<file path="src/shared/fcd_map.svh">
// Purpose: Constants of the flash command decoder
// Assumes: 16-bit data bus, 20-bit word address
// Notes:   Definitions only
`ifndef FCD_MAP_SVH
`define FCD_MAP_SVH
// ---------------------------------------------
// Command codes
// ---------------------------------------------
`define FCD_CMD_ARRAY    8'hff
`define FCD_CMD_IDENT    8'h90
`define FCD_CMD_QUERY    8'h98
`define FCD_CMD_STATUS   8'h70
`define FCD_CMD_CLEAR    8'h50
`define FCD_CMD_SUSPEND  8'hb0
`define FCD_CMD_CONFIRM  8'hd0
`define FCD_CMD_ERASE    8'h20
`define FCD_CMD_PROG     8'h40
`define FCD_CMD_PROG_ALT 8'h10
`define FCD_CMD_EFP      8'h30
`define FCD_CMD_OTP      8'hc0
`define FCD_CMD_LOCKCFG  8'h60
`define FCD_CMD_LOCK     8'h01
`define FCD_CMD_LOCKDOWN 8'h2f
`define FCD_CMD_SETCFG   8'h03
`define FCD_OTP_LOCK_VAL 16'hfffd
// ---------------------------------------------
// Identifier offsets and address fields
// ---------------------------------------------
`define FCD_ID_MAKER     8'h00
`define FCD_ID_PART      8'h01
`define FCD_ID_LOCK      8'h02
`define FCD_ID_CFG       8'h05
`define FCD_ID_OTP_LOCK  8'h80
`define FCD_ID_OTP_FIRST 8'h81
`define FCD_ID_OTP_LAST  8'h88
`define FCD_AW           20
`define FCD_NPART        4
`define FCD_NBLK         32
`define FCD_NOTP         8
// ---------------------------------------------
// Reset values and fixed answers
// ---------------------------------------------
`define FCD_CFG_RESET    16'h0000
`define FCD_LOCK_RESET   2'b01
`define FCD_OTPL_RESET   16'hffff
`define FCD_OTP_RESET    16'hffff
`define FCD_INVALID      16'hffff
`define FCD_MAKER_CODE   16'h00a5
`define FCD_PART_CODE    16'h005a
`endif

</file>
<file path="src/shared/fcd_pkg.sv">
// Purpose: Types of the flash command decoder
// Assumes: Constants come from fcd_map.svh
// Notes:   Types only
package fcd_pkg;
  // Read output mode of one partition
  typedef enum logic [1:0] {
    FCD_ARRAY  = 2'b00,
    FCD_IDENT  = 2'b01,
    FCD_QUERY  = 2'b10,
    FCD_STATUS = 2'b11
  } fcd_mode_type;
  // Pending write sequence
  typedef enum logic [2:0] {
    FCD_IDLE     = 3'b000,
    FCD_SQ_ERASE = 3'b001,
    FCD_SQ_PROG  = 3'b010,
    FCD_SQ_EFP   = 3'b011,
    FCD_SQ_OTP   = 3'b100,
    FCD_SQ_LCFG  = 3'b101,
    FCD_EFP_RUN  = 3'b110
  } fcd_seq_type;
  // Job handed to the write state machine
  typedef enum logic [2:0] {
    FCD_OP_NONE  = 3'b000,
    FCD_OP_ERASE = 3'b001,
    FCD_OP_PROG  = 3'b010,
    FCD_OP_EFP   = 3'b011,
    FCD_OP_EDATA = 3'b100,
    FCD_OP_OTP   = 3'b101
  } fcd_op_type;
endpackage

</file>
<file path="src/verilog/fcd_decoder.sv">
// Purpose: Command decoder and read mode selector of a multi-partition flash
// Assumes: Host strobes already on I_CLOCK; array and write engine outside
// Notes:   Four partitions (A[19:18]), 32 blocks (A[19:15]), offset on A[7:0]
`include "fcd_map.svh"
`timescale 1ns/1ps
`default_nettype none

// Functional notes
// - FFh to a partition selects array reads there.
// - After reset every partition reads array.
// - Array mode persists; no rewrite needed before reads.
// - Array read of a busy, unsuspended partition returns invalid data.
// - While suspended, FFh still switches the addressed partition to array.
// - 90h selects identifier mode for the partition.
// - Identifier or query command changes only read mode, never the job.
// - 98h selects query mode; query bytes on low eight lines only.
// - 70h selects status reads for the partition.
// - Clear, suspend and resume accepted at any address.
// - Erase is 20h then D0h; confirm address selects block.
// - Program is 40h or 10h, then the data word.
// - Fast factory program is 30h, D0h, then data writes.
// - C0h then data programs protection words, even after FFFDh at 80h sets the lock word.
// - 60h then 03h loads configuration from A[15:0].
// - Reads between setup and confirm keep the sequence.
// - Setup write puts the addressed partition into status mode.
// - Other partitions keep array reads during a pending sequence.
// - A wrong second write records a command sequence error.
// - Identifier offsets 00h, 01h and 05h: maker, part, configuration.
// - Offset 02h gives block lock on bit 0, lock-down on bit 1.
// - Protection words at 81h..88h, lock word at 80h.
// - After 60h: 01h locks, D0h unlocks unless down, 2Fh locks down.
// - Sequence error sets ready, erase-error and program-error bits.
// - Status reads drive zeros on the upper eight lines.
module fcd_decoder (
  input  wire logic                   I_CLOCK,
  input  wire logic                   I_SRST,
  input  wire logic                   I_WE,
  input  wire logic                   I_RE,
  input  wire logic [`FCD_AW-1:0]     I_ADDR,
  input  wire logic [15:0]            I_WDATA,
  input  wire logic [15:0]            I_ARRAY_DATA,
  input  wire logic [7:0]             I_QUERY_DATA,
  input  wire logic                   I_WSM_BUSY,
  input  wire logic [1:0]             I_WSM_PART,
  input  wire logic                   I_WSM_SUSPENDED,
  input  wire logic                   I_WSM_ERASE_ERR,
  input  wire logic                   I_WSM_PROG_ERR,
  input  wire logic                   I_EFP_DONE,
  input  wire logic                   I_SR_ESS,
  input  wire logic                   I_SR_VPPS,
  input  wire logic                   I_SR_PSS,
  input  wire logic                   I_SR_DPS,
  output logic [15:0]                 O_RDATA,
  output logic                        O_RVALID,
  output logic                        O_OP_START,
  output fcd_pkg::fcd_op_type         O_OP_KIND,
  output logic [`FCD_AW-1:0]          O_OP_ADDR,
  output logic [15:0]                 O_OP_DATA,
  output logic                        O_SUSPEND,
  output logic                        O_RESUME
);
  import fcd_pkg::*;

  // ---------------------------------------------
  // Address helpers
  // ---------------------------------------------
  function automatic logic [1:0] part_of(input logic [`FCD_AW-1:0] a);
    part_of = a[19:18];
  endfunction

  function automatic logic [4:0] blk_of(input logic [`FCD_AW-1:0] a);
    blk_of = a[19:15];
  endfunction

  function automatic logic [2:0] otp_index(input logic [7:0] off);
    logic [7:0] d;
    d = off - `FCD_ID_OTP_FIRST;
    otp_index = d[2:0];
  endfunction

  // ---------------------------------------------
  // State
  // ---------------------------------------------
  fcd_mode_type mode [`FCD_NPART];
  fcd_seq_type  seq;
  logic [1:0]   lock_bits [`FCD_NBLK];
  logic [15:0]  otp_word [`FCD_NOTP];
  logic [15:0]  otp_lock;
  logic [15:0]  cfg_word;
  logic         err_es;
  logic         err_ps;

  // ---------------------------------------------
  // Decode of the incoming write and read
  // ---------------------------------------------
  logic [7:0]  w_cmd;
  logic [1:0]  w_wpart;
  logic [4:0]  w_wblk;
  logic [7:0]  w_woff;
  logic [1:0]  w_rpart;
  logic [4:0]  w_rblk;
  logic [7:0]  w_roff;
  logic        w_otp_whit;
  logic        w_otp_rhit;
  logic        w_part_busy;
  logic [7:0]  w_sr;
  logic [15:0] w_id_value;
  logic [15:0] w_rdata;
  fcd_mode_type w_rmode;

  assign w_cmd      = I_WDATA[7:0];
  assign w_wpart    = part_of(I_ADDR);
  assign w_wblk     = blk_of(I_ADDR);
  assign w_woff     = I_ADDR[7:0];
  assign w_rpart    = part_of(I_ADDR);
  assign w_rblk     = blk_of(I_ADDR);
  assign w_roff     = I_ADDR[7:0];
  assign w_rmode    = mode[w_rpart];
  assign w_otp_whit = (w_woff >= `FCD_ID_OTP_FIRST) && (w_woff <= `FCD_ID_OTP_LAST);
  assign w_otp_rhit = (w_roff >= `FCD_ID_OTP_FIRST) && (w_roff <= `FCD_ID_OTP_LAST);

  // Running job in the read partition; a suspended job lets the array through
  assign w_part_busy = I_WSM_BUSY && !I_WSM_SUSPENDED && (I_WSM_PART == w_rpart);

  // Status byte; ready also shows a sequence error even while busy
  assign w_sr = {(!I_WSM_BUSY) | (err_es & err_ps), I_SR_ESS, err_es, err_ps,
                 I_SR_VPPS, I_SR_PSS, I_SR_DPS,
                 I_WSM_BUSY && (I_WSM_PART != w_rpart)};

  // Identifier space; decoded on A[7:0] only, upper offset bits ignored
  assign w_id_value = (w_roff == `FCD_ID_MAKER)    ? `FCD_MAKER_CODE :
                      (w_roff == `FCD_ID_PART)     ? `FCD_PART_CODE :
                      (w_roff == `FCD_ID_LOCK)     ? {14'h0000, lock_bits[w_rblk]} :
                      (w_roff == `FCD_ID_CFG)      ? cfg_word :
                      (w_roff == `FCD_ID_OTP_LOCK) ? otp_lock :
                      w_otp_rhit                   ? otp_word[otp_index(w_roff)] :
                      16'h0000;

  // Read answer by partition mode
  assign w_rdata = (w_rmode == FCD_ARRAY) ? (w_part_busy ? `FCD_INVALID : I_ARRAY_DATA) :
                   (w_rmode == FCD_IDENT) ? w_id_value :
                   (w_rmode == FCD_QUERY) ? {8'h00, I_QUERY_DATA} :
                   {8'h00, w_sr};

  // ---------------------------------------------
  // Command sequencer
  // ---------------------------------------------
  fcd_seq_type  next_seq;
  fcd_mode_type mode_val;
  fcd_op_type   op_kind;
  logic         mode_wr;
  logic         seq_err;
  logic         op_go;
  logic         lock_wr;
  logic [1:0]   lock_val;
  logic         cfg_wr;
  logic         otp_wr;
  logic         otpl_wr;
  logic         clr;
  logic         susp;
  logic         resm;

  // Writes taken one per cycle; reads never touch this path
  always_comb begin
    next_seq = seq;
    mode_wr  = 1'b0;
    mode_val = mode[w_wpart];
    seq_err  = 1'b0;
    op_go    = 1'b0;
    op_kind  = FCD_OP_NONE;
    lock_wr  = 1'b0;
    lock_val = lock_bits[w_wblk];
    cfg_wr   = 1'b0;
    otp_wr   = 1'b0;
    otpl_wr  = 1'b0;
    clr      = 1'b0;
    susp     = 1'b0;
    resm     = 1'b0;
    if (seq == FCD_EFP_RUN && I_EFP_DONE) begin
      next_seq = FCD_IDLE;
    end else if (I_WE) begin
      case (seq)
        FCD_IDLE: begin
          case (w_cmd)
            `FCD_CMD_ARRAY: begin
              mode_wr  = 1'b1;
              mode_val = FCD_ARRAY;
            end
            `FCD_CMD_IDENT: begin
              mode_wr  = 1'b1;
              mode_val = FCD_IDENT;
            end
            `FCD_CMD_QUERY: begin
              mode_wr  = 1'b1;
              mode_val = FCD_QUERY;
            end
            `FCD_CMD_STATUS: begin
              mode_wr  = 1'b1;
              mode_val = FCD_STATUS;
            end
            `FCD_CMD_CLEAR:   clr  = 1'b1;
            `FCD_CMD_SUSPEND: susp = 1'b1;
            `FCD_CMD_CONFIRM: resm = 1'b1;
            `FCD_CMD_ERASE, `FCD_CMD_PROG, `FCD_CMD_PROG_ALT,
            `FCD_CMD_EFP, `FCD_CMD_OTP, `FCD_CMD_LOCKCFG: begin
              mode_wr  = 1'b1;
              mode_val = FCD_STATUS;
              next_seq = (w_cmd == `FCD_CMD_ERASE)   ? FCD_SQ_ERASE :
                         (w_cmd == `FCD_CMD_EFP)     ? FCD_SQ_EFP :
                         (w_cmd == `FCD_CMD_OTP)     ? FCD_SQ_OTP :
                         (w_cmd == `FCD_CMD_LOCKCFG) ? FCD_SQ_LCFG :
                         FCD_SQ_PROG;
            end
            default: ;
          endcase
        end
        FCD_SQ_ERASE: begin
          next_seq = FCD_IDLE;
          if (w_cmd == `FCD_CMD_CONFIRM) begin
            op_go   = 1'b1;
            op_kind = FCD_OP_ERASE;
          end else begin
            seq_err = 1'b1;
          end
        end
        FCD_SQ_PROG: begin
          next_seq = FCD_IDLE;
          op_go    = 1'b1;
          op_kind  = FCD_OP_PROG;
        end
        FCD_SQ_EFP: begin
          if (w_cmd == `FCD_CMD_CONFIRM) begin
            next_seq = FCD_EFP_RUN;
            op_go    = 1'b1;
            op_kind  = FCD_OP_EFP;
          end else begin
            next_seq = FCD_IDLE;
            seq_err  = 1'b1;
          end
        end
        FCD_EFP_RUN: begin
          op_go   = 1'b1;
          op_kind = FCD_OP_EDATA;
        end
        FCD_SQ_OTP: begin
          next_seq = FCD_IDLE;
          op_go    = 1'b1;
          op_kind  = FCD_OP_OTP;
          otpl_wr  = (w_woff == `FCD_ID_OTP_LOCK) && (I_WDATA == `FCD_OTP_LOCK_VAL);
          otp_wr   = w_otp_whit;
        end
        FCD_SQ_LCFG: begin
          next_seq = FCD_IDLE;
          case (w_cmd)
            `FCD_CMD_LOCK: begin
              lock_wr  = 1'b1;
              lock_val = {lock_bits[w_wblk][1], 1'b1};
            end
            `FCD_CMD_CONFIRM: begin
              lock_wr  = !lock_bits[w_wblk][1];
              lock_val = 2'b00;
            end
            `FCD_CMD_LOCKDOWN: begin
              lock_wr  = 1'b1;
              lock_val = 2'b11;
            end
            `FCD_CMD_SETCFG: begin
              cfg_wr   = 1'b1;
              mode_wr  = 1'b1;
              mode_val = FCD_ARRAY;
            end
            default: seq_err = 1'b1;
          endcase
        end
        default: next_seq = FCD_IDLE;
      endcase
    end
  end

  // ---------------------------------------------
  // Registers
  // ---------------------------------------------
  // Sequence and partition modes; every partition starts in array mode
  always_ff @(posedge I_CLOCK) begin
    if (I_SRST) begin
      seq <= FCD_IDLE;
      for (int i = 0; i < `FCD_NPART; i++) begin
        mode[i] <= FCD_ARRAY;
      end
    end else begin
      seq <= next_seq;
      if (mode_wr) begin
        mode[w_wpart] <= mode_val;
      end
    end
  end

  // Error flags: a new error beats a clear in the same cycle
  always_ff @(posedge I_CLOCK) begin
    if (I_SRST) begin
      err_es <= 1'b0;
      err_ps <= 1'b0;
    end else begin
      err_es <= seq_err | I_WSM_ERASE_ERR | (err_es & ~clr);
      err_ps <= seq_err | I_WSM_PROG_ERR | (err_ps & ~clr);
    end
  end

  // Block locks, configuration and protection words
  always_ff @(posedge I_CLOCK) begin
    if (I_SRST) begin
      cfg_word <= `FCD_CFG_RESET;
      otp_lock <= `FCD_OTPL_RESET;
      for (int i = 0; i < `FCD_NBLK; i++) begin
        lock_bits[i] <= `FCD_LOCK_RESET;
      end
      for (int i = 0; i < `FCD_NOTP; i++) begin
        otp_word[i] <= `FCD_OTP_RESET;
      end
    end else begin
      if (lock_wr) lock_bits[w_wblk] <= lock_val;
      if (cfg_wr) cfg_word <= I_ADDR[15:0];
      // Flash cells only clear bits, so programming ANDs in the data
      if (otpl_wr) otp_lock <= otp_lock & I_WDATA;
      if (otp_wr) otp_word[otp_index(w_woff)] <= otp_word[otp_index(w_woff)] & I_WDATA;
    end
  end

  // Outputs, all registered
  always_ff @(posedge I_CLOCK) begin
    if (I_SRST) begin
      O_RDATA    <= 16'h0000;
      O_RVALID   <= 1'b0;
      O_OP_START <= 1'b0;
      O_OP_KIND  <= FCD_OP_NONE;
      O_OP_ADDR  <= '0;
      O_OP_DATA  <= 16'h0000;
      O_SUSPEND  <= 1'b0;
      O_RESUME   <= 1'b0;
    end else begin
      O_RVALID   <= I_RE;
      O_OP_START <= op_go;
      O_SUSPEND  <= susp;
      O_RESUME   <= resm;
      if (I_RE) O_RDATA <= w_rdata;
      if (op_go) begin
        O_OP_KIND <= op_kind;
        O_OP_ADDR <= I_ADDR;
        O_OP_DATA <= I_WDATA;
      end
    end
  end

  logic w_idle_wr;
  logic w_cmd_known;
  assign w_idle_wr = I_WE && (seq == FCD_IDLE);
  // Every code that the idle decoder acts on; anything else must be a no-op
  assign w_cmd_known = (w_cmd == `FCD_CMD_ARRAY) || (w_cmd == `FCD_CMD_IDENT) || (w_cmd == `FCD_CMD_QUERY) ||
                       (w_cmd == `FCD_CMD_STATUS) || (w_cmd == `FCD_CMD_CLEAR) || (w_cmd == `FCD_CMD_SUSPEND) ||
                       (w_cmd == `FCD_CMD_CONFIRM) || (w_cmd == `FCD_CMD_ERASE) || (w_cmd == `FCD_CMD_PROG) ||
                       (w_cmd == `FCD_CMD_PROG_ALT) || (w_cmd == `FCD_CMD_EFP) || (w_cmd == `FCD_CMD_OTP) ||
                       (w_cmd == `FCD_CMD_LOCKCFG);
endmodule
`default_nettype wire

</file>
<file path="config.mk">
export PLATFORM = sky130hd
export DESIGN_NAME = fcd_decoder
export DESIGN_NICKNAME = d
export VERILOG_FILES = /design/src/shared/fcd_pkg.sv /design/src/verilog/fcd_decoder.sv
export VERILOG_INCLUDE_DIRS = /design/src /design/src/shared
export SDC_FILE = /design/constraint.sdc
export NUM_CORES = 1
export LEC_CHECK = 0
export BUFFER_PORTS_ARGS = -buffer_cell sky130_fd_sc_hd__buf_2
export CORE_MARGIN = 3
export CORE_UTILIZATION = 60
export CTS_CLUSTER_DIAMETER = 30
export DETAILED_ROUTE_END_ITERATION = 7
export PLACE_DENSITY = 0.91
export REMOVE_ABC_BUFFERS = 1
export SYNTH_ARGS = -nofsm -noshare
export SYNTH_HDL_FRONTEND = slang
export SYNTH_SLANG_ARGS = --single-unit
</file>
<file path="constraint.sdc">
create_clock -name I_CLOCK -period 5.5 [get_ports I_CLOCK]
set_input_delay 0.275 -clock I_CLOCK [delete_from_list [all_inputs] [get_ports I_CLOCK]]
set_output_delay 0.275 -clock I_CLOCK [all_outputs]
set_load 0.1 [all_outputs]
</file>
==> flow_summary.toml <==
[status]
status = "complete, no violations"

[synthesis]
netlist_top_cells_count = "346 x nand2_1, 200 x edfxtp_1, 96 x dfxtp_1"
synth_edf_count = 200
synthArstFlopShare = 0
synth_seq_cells = 296
synthFlopType = "edfxtp_1"
synth.largest_area_cell = "edfxtp_1"
synth.most_common_cell = "nand2_1"
yosysSeqAreaShare = 0.561
synthTopCellsByArea = "edfxtp_1 42%, dfxtp_1 14%, nand2_1 9.2%"
synth_top_area_frac = 0.425
netlist_area_um2 = 14100
syn_area_per_cell_um2 = 10.9
netlist_instances = 1296
ys_types = 87
yosys_warnings = 0

[sta]
fin_setup_tns_ps = 0
hold_violations = 0
setup_viol = 0
drv_slew = 0
fin_crit_ps = 3880
maxSlewHeadroom = 0.168
worst_pin_slew_ps = 1240
clock_skew_ps = 45.3
rsz0062_at_grt = "no"
final.period_utilization = 0.705
fmax_mhz = 258

[cts]
ctsLongestPathBuffers = 3
htree_levels = 2
cts-root-buf = "clkbuf_16"
clk_pin_slew_ps = 50
cts_num_sinks = 296
cts_setup_buffers = 0
clk_latency_ps = 570
cts_tree = "done"
numCtsBuffers = 49

[detailed_routing]
wl_per_cell_um = 24.2
vias = 12000
drc = 0
drt_first_pass_iters = 7
wl_um = 42900
drtIter0Drc = 2283
ant_nets = 0
drt-vias-per-instance = 6.76

[global_route]
antenna_found_initial = 2
track_usage = 0.330
grt_pass1_vias = 12000
grt_overflow = 0
grt_max_degree = 60
grt_pass1_wl_um = 66600

[job]
max_cap_violations = 0

[final_layout]
fin_util = 0.734
num-nets-final = 1496
multiInputGateArea_um2 = 5700
drive_gt1_frac = 0.244
fillCellCount = 1354
area_delta_synth_final_pct = 18.9
regArea_um2 = 7930

[place]
dp.final_hpwl_um = 25700
numPortBuffers = 133
gp_congestion = 0.927

[worst_setup_path]
cp_num_cells = 9
endpoint_kind = "flip-flop"
cp_num_buf_inv = 2
critPathArrivalTime_ps = 4060
worstSetupPathType = "input pin to flip-flop"
path_delay_family = "simple AND/OR/NAND/NOR gates"
worstPathRequired_ps = 5680
slowest_delay_ps = 910
start_kind = "input pin"
cpMaxStageDelayCell = "nor3_2"
crit_fanout = 17
r2r_cells = 6
cp_cell_sequence = "buf_2 -> inv_1 -> ha_1 -> nor2b_1 -> mux2_2 -> nor4_4 -> nand2_2 -> nor3_2 -> or2_2"

[floorplanning]
dieArea_um2 = 25400
ioPinCount = 134
fp.coreArea_um2 = 22900
rows = 55
initial_utilization = 0.617
fp.dieW_um = 160
fp.dieH_um = 160

[min_path]
min-delay-path-class = "input pin to flip-flop"
whs_path_depth = 3

[power_and_ir_drop]
max-vdd-ir-drop_v = 0.000284
power_density_nw_per_um2 = 394
power_leakage_nw = 5.40
-- path summary, 6_finish.rpt --
path                                  start             end  slack, ps
worst min-delay path            I_WDATA[11]   O_OP_DATA[11]          3
worst min register to register  otp_lock[2]     otp_lock[2]        440
worst max register to register       seq[2]  otp_word[2][3]       2020
worst max-delay path              I_ADDR[0]  otp_word[2][3]       1620
-- per-layer routing --
layer,track usage,vias up,share of wire
li1,-,5000,-
met1,0.439,5588,0.34
met2,0.506,1153,0.45
met3,0.0900,245,0.15
met4,0.157,0,0.052
met5,0,-,0
-- what timing repair did --
action / CTS / global route
endpoints found under the hold margin: 23 / 0
gates resized for setup: 0 / 0
hold buffers: 16 / 0
-- cells by family after synthesis --
kind of cell             count (synthesis)  share of synthesized area
AND/OR/NAND/NOR                        564                      0.189
adder cells (fa/ha/maj)                  3                    0.00266
AO/OA/AOI/OAI                          238                      0.116
flip-flops                             296                      0.561
multiplexers                            78                     0.0901
buffers and inverters                  111                     0.0362
XOR/XNOR                                 6                    0.00505
-- flip-flops by register name (all words and copies together) (netlist names), 3 cells and up --
signal	flops
O_OP_ADDR	20
O_OP_DATA	16
O_OP_KIND	3
O_RDATA	16
cfg_word	16
lock_bits	64
mode	8
otp_lock	16
otp_word	128
seq	3
-- report_power, final --
group	internal, W	switching [W]	total, W
combinational	0.000204	0.000708	0.000912
clock	0.00210	0.00114	0.00324
sequential	0.00243	0.0000469	0.00248
total	0.00474	0.00189	0.00663
-- cells in the final DEF (no fill, tap or decap), drive strengths merged, types with 8 or more instances in the layout --
cell,instances
nand2,349
o221a,8
nand3,16
o21ai,33
clkbuf,59
a32oi,15
edfxtp,200
buf,149
mux2i,26
a31oi,8
a21oi,82
nand2b,13
or2,24
mux4,38
mux2,14
inv,20
nor2b,15
clkinv,17
o22ai,11
dfxtp,96
dlygate4sd3,16
nor3,53
nor2,45
a31o,33
-- worst reg2reg max path: stages (launching register included) --
cell and delay (ps):
dfxtp_1 560, nor2b_1 330, nand2_1 220, nor4_4 360, nand2_2 240, nor3_2 910, or2_2 530
-- final cells by class --
type	instances	area share
Sequential cell	296	0.471
Inverter	17	0.00379
Timing Repair Buffer	165	0.0564
Clock inverter	33	0.0253
Tap cell	313	0.0233
Clock buffer	59	0.0806
Multi-Input combinational cell	889	0.339
Antenna cell	2	0.000298
-- stage by stage --
step           area, um^2  power, W  hold WS, ps  setup slack, ps  cells
5_1_grt             16800   0.00676         14.6             1410   1773
2_1_floorplan       13700   0.00312          344             1890   1202
3_3_place_gp        14900   0.00336          427             1540   1664
6_report            16800   0.00663         3.24             1620   1774
4_1_cts             16800   0.00660         1.95             1700   1772
3_5_place_dp        14900   0.00338          431             1300   1664
Power figures use the tool's default switching activity.
